File: config.mk
export PLATFORM = sky130hd
export DESIGN_NAME = tep_timer_ports
export DESIGN_NICKNAME = d
export VERILOG_FILES = /design/src/verilog/tep_pkg.sv /design/src/verilog/tep_timer_ports.sv
export SDC_FILE = /design/constraint.sdc
export NUM_CORES = 1
export LEC_CHECK = 0
export ABC_AREA = 1
export ABC_CLOCK_PERIOD_IN_PS = 8200
export BUFFER_PORTS_ARGS = -buffer_cell sky130_fd_sc_hd__buf_2
export CORE_MARGIN = 3
export CORE_UTILIZATION = 63
export DETAILED_ROUTE_END_ITERATION = 7
export PLACE_DENSITY = 0.82
export SLEW_MARGIN = 20
export SYNTH_ARGS = -nofsm -noshare
export SYNTH_HDL_FRONTEND = slang
export SYNTH_SLANG_ARGS = --single-unit
File: constraint.sdc
create_clock -name clk -period 8.2 [get_ports clk]
set_input_delay 1.64 -clock clk [delete_from_list [all_inputs] [get_ports clk]]
set_output_delay 1.64 -clock clk [all_outputs]
set_load 0.02 [all_outputs]
File: src/verilog/tep_pkg.sv
package tep_pkg;

   // Clock and time base
   localparam int unsigned CLK_HZ = 40_000_000;
   localparam real PULSE_SHORT_US = 0.5;
   localparam real PULSE_INTERVAL_US = 50.0;
   localparam real PULSE_FAST_US = 16.0;
   localparam real TICK_US = 100.0;
   localparam int unsigned TICK_CYC =
      int'($floor(TICK_US * CLK_HZ / 1.0e6));
   localparam int unsigned SHORT_CYC =
      int'($ceil(PULSE_SHORT_US * CLK_HZ / 1.0e6));
   localparam int unsigned INTERVAL_W_CYC =
      int'($ceil(PULSE_INTERVAL_US * CLK_HZ / 1.0e6));
   localparam int unsigned FAST_W_CYC =
      int'($ceil(PULSE_FAST_US * CLK_HZ / 1.0e6));
   localparam int unsigned TICKS_PER_SEC = 10_000;
   localparam int unsigned SEC_MAX = 86_400;
   localparam int unsigned FAST_MAX = 9_999;
   localparam logic [5:0] RESET_BCD_ZERO = 6'h00;

   // Interval setting, two BCD digits per field, hours first
   typedef struct packed {
      logic [7:0] hours;
      logic [7:0] minutes;
      logic [7:0] seconds;
   } tep_hms_type;

   // Command strobes from the command decoder
   typedef struct packed {
      logic interval_load;
      logic interval_stop;
      logic fast_load;
      logic fast_stop;
      logic mask_load;
   } tep_cmd_type;

   typedef enum logic [2:0] {
      TEP_IDLE = 3'b001,
      TEP_WAIT = 3'b010,
      TEP_HIGH = 3'b100
   } tep_state_type;

endpackage

File: src/verilog/tep_timer_ports.sv
// Summary of operation
// - Measurement done gives one 0.5 us pulse
// - Measurement-done output needs no enabling
// - Relay closure gives identical 0.5 us pulse
// - Interval mode: 50 us pulses, 1 s..24 h
// - Interval pulse raises request when mask allows
// - Fast mode: 16 us pulses, n x 100 us
// - Fast pulses never raise a request
// - Fast drives output; interval keeps running
// - Interval given as BCD hours, minutes, seconds
// - First pulse one period after load, up to one tick early
// - Request re-raised each period after clearing
// - Pulses continue regardless of pending request
`timescale 1ns/1ps
`default_nettype none
module tep_timer_ports
   import tep_pkg::*;
#(
   parameter int unsigned TICK_CYCLES = TICK_CYC,
   parameter int unsigned TICKS_PER_SECOND = TICKS_PER_SEC,
   parameter int unsigned SHORT_CYCLES = SHORT_CYC,
   parameter int unsigned INTERVAL_W_CYCLES = INTERVAL_W_CYC,
   parameter int unsigned FAST_W_CYCLES = FAST_W_CYC
)
(
   input wire logic clk,
   input wire logic sys_rst,
   input wire logic meas_done_evt,
   input wire logic relay_closed_evt,
   input wire tep_cmd_type cmd,
   input wire tep_hms_type interval_hms,
   input wire logic [13:0] fast_timer_cmd,
   input wire logic request_mask_set_cmd,
   input wire logic request_clear,
   output logic measurement_done_out,
   output logic relay_closed_out,
   output logic timer_out,
   output logic service_request,
   output logic interval_active,
   output logic fast_active
);

   logic [12:0] tick_cnt_reg;
   logic tick_reg;
   logic [4:0] done_cnt_reg;
   logic [4:0] relay_cnt_reg;
   logic [16:0] sec_period_reg;
   logic [16:0] sec_cnt_reg;
   logic [13:0] sub_cnt_reg;
   logic [13:0] fast_period_reg;
   logic [13:0] fast_cnt_reg;
   logic mask_reg;
   logic interval_fire;
   logic fast_fire;
   logic [11:0] iw_cnt_reg;
   logic [9:0] fw_cnt_reg;
   logic [19:0] hms_secs;
   logic hms_digits_ok;

   // Counter widths bound what the parameters may ask for
   if (TICK_CYCLES < 2 || TICK_CYCLES > 8192) begin : g_bad_tick
      $error("tick length does not fit its counter");
   end
   if (TICKS_PER_SECOND < 1 || TICKS_PER_SECOND > 16384) begin : g_bad_sec
      $error("ticks per second do not fit their counter");
   end
   if (SHORT_CYCLES < 1 || SHORT_CYCLES > 31) begin : g_bad_short
      $error("short pulse does not fit its counter");
   end
   if (INTERVAL_W_CYCLES < 1 || INTERVAL_W_CYCLES > 4095) begin : g_bad_iw
      $error("interval pulse does not fit its counter");
   end
   // Fast pulse must end before the shortest fast period
   if (FAST_W_CYCLES < 1 || FAST_W_CYCLES >= TICK_CYCLES ||
      FAST_W_CYCLES > 1023) begin : g_bad_fw
      $error("fast pulse does not fit its period");
   end

   // BCD to seconds; short forms arrive with leading fields zero
   function automatic logic [19:0] bcd2(input logic [7:0] b);
      bcd2 = 20'(b[7:4]) * 20'h0000A + 20'(b[3:0]);
   endfunction

   // A nibble above nine is no decimal digit
   function automatic logic bcd_ok(input logic [7:0] b);
      bcd_ok = b[7:4] <= 4'h9 && b[3:0] <= 4'h9;
   endfunction

   // Wide enough for 99 h, so a big entry cannot wrap into range
   assign hms_secs = bcd2(interval_hms.hours) * 20'h00E10 +
      bcd2(interval_hms.minutes) * 20'h0003C +
      bcd2(interval_hms.seconds);
   assign hms_digits_ok = bcd_ok(interval_hms.hours) &&
      bcd_ok(interval_hms.minutes) &&
      bcd_ok(interval_hms.seconds);

   // Shared 100 us tick
   always_ff @(posedge clk) begin
      if (sys_rst) begin
         tick_cnt_reg <= 13'h0000;
         tick_reg <= 1'b0;
      end else if (tick_cnt_reg == 13'(TICK_CYCLES - 1)) begin
         tick_cnt_reg <= 13'h0000;
         tick_reg <= 1'b1;
      end else begin
         tick_cnt_reg <= tick_cnt_reg + 13'h0001;
         tick_reg <= 1'b0;
      end
   end

   // Short pulses; a retrigger restarts the width
   always_ff @(posedge clk) begin
      if (sys_rst) begin
         done_cnt_reg <= 5'h00;
         relay_cnt_reg <= 5'h00;
      end else begin
         if (meas_done_evt)
            done_cnt_reg <= 5'(SHORT_CYCLES);
         else if (done_cnt_reg != 5'h00)
            done_cnt_reg <= done_cnt_reg - 5'h01;
         if (relay_closed_evt)
            relay_cnt_reg <= 5'(SHORT_CYCLES);
         else if (relay_cnt_reg != 5'h00)
            relay_cnt_reg <= relay_cnt_reg - 5'h01;
      end
   end

   always_ff @(posedge clk) begin
      if (sys_rst) begin
         measurement_done_out <= 1'b0;
         relay_closed_out <= 1'b0;
      end else begin
         measurement_done_out <= meas_done_evt || done_cnt_reg > 5'h01;
         relay_closed_out <= relay_closed_evt || relay_cnt_reg > 5'h01;
      end
   end

   // Interval timer: counts seconds of ticks
   assign interval_fire = interval_active && tick_reg &&
      sub_cnt_reg == 14'(TICKS_PER_SECOND - 1) &&
      sec_cnt_reg == sec_period_reg - 17'h00001;

   always_ff @(posedge clk) begin
      if (sys_rst) begin
         interval_active <= 1'b0;
         sec_period_reg <= 17'h00001;
         sec_cnt_reg <= 17'h00000;
         sub_cnt_reg <= 14'h0000;
      end else if (cmd.interval_load) begin
         // Zero or out of range stops the timer
         interval_active <= hms_digits_ok && hms_secs != 20'h00000 &&
            hms_secs <= 20'(SEC_MAX);
         sec_period_reg <= hms_secs[16:0];
         sec_cnt_reg <= 17'h00000;
         sub_cnt_reg <= 14'h0000;
      end else if (cmd.interval_stop) begin
         interval_active <= 1'b0;
      end else if (interval_active && tick_reg) begin
         if (sub_cnt_reg == 14'(TICKS_PER_SECOND - 1)) begin
            sub_cnt_reg <= 14'h0000;
            sec_cnt_reg <= interval_fire ? 17'h00000 :
               sec_cnt_reg + 17'h00001;
         end else begin
            sub_cnt_reg <= sub_cnt_reg + 14'h0001;
         end
      end
   end

   // Fast timer: counts ticks
   assign fast_fire = fast_active && tick_reg &&
      fast_cnt_reg == fast_period_reg - 14'h0001;

   always_ff @(posedge clk) begin
      if (sys_rst) begin
         fast_active <= 1'b0;
         fast_period_reg <= 14'h0001;
         fast_cnt_reg <= 14'h0000;
      end else if (cmd.fast_load) begin
         fast_active <= fast_timer_cmd != 14'h0 &&
            fast_timer_cmd <= 14'(FAST_MAX);
         fast_period_reg <= fast_timer_cmd;
         fast_cnt_reg <= 14'h0000;
      end else if (cmd.fast_stop) begin
         fast_active <= 1'b0;
      end else if (tick_reg && fast_active) begin
         fast_cnt_reg <= fast_fire ? 14'h0000 : fast_cnt_reg + 14'h0001;
      end
   end

   // Pulse widths; fast mode owns the output while active
   always_ff @(posedge clk) begin
      if (sys_rst) begin
         iw_cnt_reg <= 12'h000;
         fw_cnt_reg <= 10'h000;
         timer_out <= 1'b0;
      end else begin
         if (interval_fire)
            iw_cnt_reg <= 12'(INTERVAL_W_CYCLES);
         else if (iw_cnt_reg != 12'h000)
            iw_cnt_reg <= iw_cnt_reg - 12'h001;
         if (fast_fire)
            fw_cnt_reg <= 10'(FAST_W_CYCLES);
         else if (fw_cnt_reg != 10'h000)
            fw_cnt_reg <= fw_cnt_reg - 10'h001;
         timer_out <= fast_active ? fw_cnt_reg != 10'h000 :
            iw_cnt_reg != 12'h000;
      end
   end

   // Service request; a new pulse wins over a clear
   always_ff @(posedge clk) begin
      if (sys_rst) begin
         mask_reg <= 1'b0;
         service_request <= 1'b0;
      end else begin
         if (cmd.mask_load)
            mask_reg <= request_mask_set_cmd;
         if (interval_fire && mask_reg)
            service_request <= 1'b1;
         else if (request_clear)
            service_request <= 1'b0;
      end
   end

endmodule // tep_timer_ports
`default_nettype wire

==> impl_metrics.json, run 1 <==
{
  "synth_fa_ha_area_share_pct": 19.07,
  "yosysSeqAreaShare_pct": 24.09,
  "antenna_found_initial": 0,
  "synth_compound_area_share_pct": 8.684,
  "worst-setup-path-type": "in2reg",
  "vias": 9626,
  "dpl.hpwl_um": 18320,
  "root_buffer": "clkbuf_16",
  "grt_max_degree": 23,
  "antenna_cells": 0,
  "io_buffer_count": 54,
  "insertion_delay_ns": 0.42,
  "die_y_um": 136.4,
  "setup_viol": 0,
  "slowest_delay_ns": 0.52,
  "drt_iter0_markers": 577,
  "grt_pass1_vias": 9164,
  "postSynthAreaPerCell_um2": 6.983,
  "floorplan.initialDensity_pct": 64.41,
  "fin_crit_sh_pct": 89.36,
  "tightestPinTransition_ns": 0.8189,
  "clk_pin_slew_ns": 0.06,
  "ys_ff_latch": 129,
  "place_area_mm2": 0.01121,
  "firstDrtPassIters": 5,
  "cts_buffers": 17,
  "grt_overflow": 0,
  "muxShareOfSynthArea_pct": 0,
  "syn_nets": 1727,
  "drt-vias-per-instance": 5.260,
  "drv_cap": 0,
  "synth_xor_area_share_pct": 7.762,
  "rsz0062_at_grt": "no",
  "groute.layer.met3.usage_pct": 4.404,
  "wl_per_cell_um": 12.68,
  "final_area_mm2": 0.01181,
  "synth_edf_count": 0,
  "report.final.hold_viol_count": 0,
  "num_rows": 47,
  "fin_tns_setup_ns": 0,
  "path_common_cell": "nand2_1",
  "cts_setup_buffers": 0,
  "critical_path_arrival_ns": 7.62,
  "timing.fmax_mhz": 136.5,
  "cp-start-kind": "input port",
  "ys.flop_type": "dfxtp_1",
  "slew_viol_final": 0,
  "clockBufferDepth": 2,
  "mostFrequentLayoutCell": "nand2_1",
  "synth-simple-area-share_pct": 29.57,
  "track_usage_pct": 25.51,
  "globalRouteMet1Util_pct": 31.16,
  "area_delta_synth_final_pct": 10.18,
  "most-common-layout-cells": "nand2_1, inv_1, nor2_1, dfxtp_1, ha_1",
  "crit_path_end_kind": "flip-flop",
  "io_pins": 55,
  "htreeDepth": 4,
  "cts.sinks": 129,
  "required_ns": 8.49,
  "gp_congestion": 0.9117,
  "fin_crit_ns": 7.328,
  "async_flop_share_pct": 0,
  "drive_above_1_share_pct": 9.006,
  "layout.nets": 1789,
  "synth_top_family_by_area": "simple AND/OR/NAND/NOR gates",
  "path_max_fanout": 5,
  "syn_area_mm2": 0.01072,
  "yosysWarningCount": 0,
  "hold_buffers": 0,
  "grt_pass1_wl_um": 39360,
  "hold_path_class": "reg2reg",
  "cts_tree": "yes",
  "grtUsageMet2_pct": 45.95,
  "die_area_mm2": 0.01862,
  "coreArea_mm2": 0.01664,
  "grt-busiest-layer": "met2",
  "ant_nets": 0,
  "drt_wl_total_um": 23200,
  "die_w_um": 136.4,
  "slew-limit-headroom_pct": 45.21,
  "drc": 0,
  "final_core_util_pct": 70.96,
  "status": "complete, no violations",
  "cp_slowest_cell": "fa_1",
  "skew_ns": 0.01119,
  "whs_ns": 0.4608,
  "ys_types": 50,
  "postCtsResizedCells": 0,
  "synthCells": 1535
}
-- metal layers --
metal  wire [um]  part of all wire, %
met1       10360                   45
met2       11480                   49
met3         972                  4.2
met4         388                  1.7
met5           0                    0
-- worst paths after layout --
| kind | startpoint | endpoint | slack [ns] | depth (start not counted) |
|---|---|---|---|---|
| worst max-delay path | interval_hms[13] | interval_active | 0.87 | 33 |
| worst min register to register | tick_cnt_reg[0] | tick_cnt_reg[0] | 0.46 | 1 |
| worst max register to register | sec_period_reg[1] | sec_cnt_reg[8] | 5.97 | 17 |
| worst min-delay path | tick_cnt_reg[0] | tick_cnt_reg[0] | 0.46 | 1 |
-- worst max-delay path: cells and delay by family --
kind	cells	cell delay (ns)
adders and majority gates	8	3.06
xor gates and xnor gates	2	0.48
and+or+nand+nor	13	1.19
AOI/OAI and AO/OA	5	0.77
buffers and inverters	5	0.45
-- logic make-up (layout without fill, tap and decap cells) --
logic type	Yosys count	after routing
buf+inv	305	380
fa+ha+maj	143	143
flops	129	129
xor+xnor	95	95
compound gates	165	165
simple gates	698	698
-- Yosys cell counts (9+ instances only) --
library cell	n	area (um^2)
nand2_1	319	1197
inv_1	284	1066
nor2_1	161	604.3
dfxtp_1	129	2582
ha_1	109	1364
nand3_1	81	405.4
a21oi_1	75	375.4
xor2_1	63	551.8
o21ai_0	50	250.2
fa_1	34	680.7
nand4_1	33	206.5
xnor2_1	32	280.3
nor3_1	27	135.1
nor2_2	16	100.1
nor3b_1	10	75.07
nor4_1	10	62.56
nor2_4	9	101.4
o22ai_1	9	56.30
-- final cells by class --
cell class	instances	area [um^2]
well taps	220	275.3
fillers	1405	4832
clock inverters	10	123.9
inverters	293	1100
flip-flops and latches	129	2582
multi-input cells	1101	6977
repair buffers	55	277.8
clock buffers	22	474.2
-- metrics by stage --
step,setup slack (ns),cells
global route,0.3224,1830
CTS,0.8994,1830
detailed placement,0.4823,1798
floorplan,1.091,1535
finish,0.8724,1830
global placement,0.6599,1798
Power of run 1 is left out: the tool's default activity adds up to more than one toggle a clock period on the data nets, which glitch-free logic cannot reach.
==> inputs of run 2 (changes only) <==
--- a/config.mk
+++ b/config.mk
@@ -7,7 +7,7 @@
 export LEC_CHECK = 0
 export ABC_AREA = 1
 export ABC_CLOCK_PERIOD_IN_PS = 8200
-export BUFFER_PORTS_ARGS = -buffer_cell sky130_fd_sc_hd__buf_2
+export BUFFER_PORTS_ARGS = -buffer_cell sky130_fd_sc_hd__clkbuf_2
 export CORE_MARGIN = 3
 export CORE_UTILIZATION = 63
 export DETAILED_ROUTE_END_ITERATION = 7
==> constraint.sdc (replaced) <==
create_clock -name clk -period 8.2 [get_ports clk]
set_input_delay 0.82 -clock clk [delete_from_list [all_inputs] [get_ports clk]]
set_output_delay 0.82 -clock clk [all_outputs]
set_load 0.02 [all_outputs]
==> run 2 against run 1 <==
- sequential share of layout area barely moved
- clock-buffer cell count shrank 2
- non-clock buffer count stayed put
- final cell count hardly changed
- maximum frequency up 13%
- global-route usage is 0.66 points lower
- sequential cell count stayed put
==> impl_metrics.json, run 2 (synthesis gave the netlist of run 1 again) <==
{
  "n_fill_cell": 1389,
  "wl_per_cell_um": 12.25,
  "worst-setup-path-type": "in2reg",
  "drt_iter0_markers": 556,
  "slew-limit-headroom_pct": 48.55,
  "mostFrequentLayoutCell": "nand2_1",
  "rsz0062_at_grt": "no",
  "floorplan.initialDensity_pct": 64.41,
  "ant_nets": 0,
  "crit_path_end_kind": "flip-flop",
  "status": "complete, no violations",
  "postCtsResizedCells": 0,
  "htreeDepth": 4,
  "r2r_end": "sec_cnt_reg[8]",
  "grt_pass1_vias": 8890,
  "path_common_cell": "nand2_1",
  "required_ns": 8.49,
  "clockBufferDepth": 2,
  "cts_tree": "yes",
  "grt_overflow": 0,
  "die_area_mm2": 0.01862,
  "drt_wl_total_um": 22410,
  "antenna_cells": 0,
  "final_area_mm2": 0.01180,
  "hold_buffers": 0,
  "cp-start-kind": "input port",
  "drt-vias-per-instance": 5.212,
  "hold_path_class": "reg2reg",
  "clk_pin_slew_ns": 0.06,
  "fin_crit_sh_pct": 79.18,
  "coreArea_mm2": 0.01664,
  "r2r_start": "sec_period_reg[1]",
  "setup_viol": 0,
  "critical_path_arrival_ns": 6.78,
  "dpl.hpwl_um": 17760,
  "fin_crit_ns": 6.493,
  "timing.fmax_mhz": 154.0,
  "drive_above_1_share_pct": 9.012,
  "cts_setup_buffers": 0,
  "cp_slowest_cell": "fa_1",
  "report.final.hold_viol_count": 0,
  "insertion_delay_ns": 0.42,
  "r2r_setup_slack_ns": 5.97,
  "tightestPinTransition_ns": 0.7690,
  "skew_ns": 0.009040,
  "multi_input_area_mm2": 0.006977,
  "place_area_mm2": 0.01121,
  "die_y_um": 136.4,
  "hold_start": "tick_cnt_reg[0]",
  "seqCellArea_mm2": 0.002582,
  "cts.sinks": 129,
  "whs_path_depth": 1,
  "grt_max_degree": 23,
  "final_core_util_pct": 70.90,
  "area_delta_synth_final_pct": 10.07,
  "die_w_um": 136.4,
  "grt_pass1_wl_um": 38120,
  "path_max_fanout": 5,
  "root_buffer": "clkbuf_16",
  "slew_viol_final": 0,
  "r2r.worst_path.cells": 17,
  "cts_buffers": 17,
  "drv_cap": 0,
  "place_ws_ns": 1.312,
  "track_usage_pct": 24.84,
  "io_pins": 55,
  "drc": 0,
  "fin_tns_setup_ns": 0,
  "layout.nets": 1789,
  "num_rows": 47,
  "antenna_found_initial": 0,
  "whs_endpoint": "tick_cnt_reg[0]",
  "firstDrtPassIters": 5,
  "vias": 9532,
  "io_buffer_count": 54,
  "worst_slack_ns": 1.707,
  "slowest_delay_ns": 0.52,
  "most-common-layout-cells": "nand2_1, inv_1, nor2_1, dfxtp_1, ha_1",
  "startpoint": "interval_hms[13]",
  "gp_congestion": 0.9049
}
run 2: cell types whose count changed in the layout (fill, tap and decap cells not counted), sizes merged:
cell      previous run  this run
buf                 55         1
clkbuf              22        74
clkinv               4         6
clkinvlp             2         1
run 2: final cells by class:
class / instances / share of cell area [%]
Clock inverter: 11 / 1.103
Multi-Input combinational cell: 1101 / 59.13
Sequential cell: 129 / 21.89
Timing Repair Buffer: 55 / 2.354
Tap cell: 220 / 2.333
Inverter: 293 / 9.321
Clock buffer: 20 / 3.871
run 2: how the worst max path moves through the flow:
stage               slack, ns  cells past startpoint         endpoint
detailed placement       1.31                     33  interval_active
global route             1.21                     37  interval_active
finish                   1.71                     33  interval_active
CTS                      1.71                     32  interval_active
floorplan                1.91                     32  interval_active
global placement         1.48                     33  interval_active
run 2: metrics by stage:
step | hold WS, ns | instances
6_report | 0.4439 | 1829
3_5_place_dp | 0.4352 | 1798
4_1_cts | 0.4476 | 1829
2_1_floorplan | 0.4176 | 1535
3_3_place_gp | 0.4316 | 1798
5_1_grt | 0.4702 | 1829
run 2: worst max-delay path, delay by kind of cell:
family	cells	cell delay [ns]
compound gates	4	0.65
xor+xnor	2	0.47
fa+ha+maj	8	3.04
buf+inv	4	0.38
simple gates	15	1.40
run 2: layer usage:
metal	GRT usage (%)	routed length, um	vias up
li1	-	-	5001
met1	29.92	10080	4322
met2	45.46	11190	185
met3	4.441	824	24
met4	6.439	318	0
met5	0	0	-
Power of run 2 is left out for the same reason.
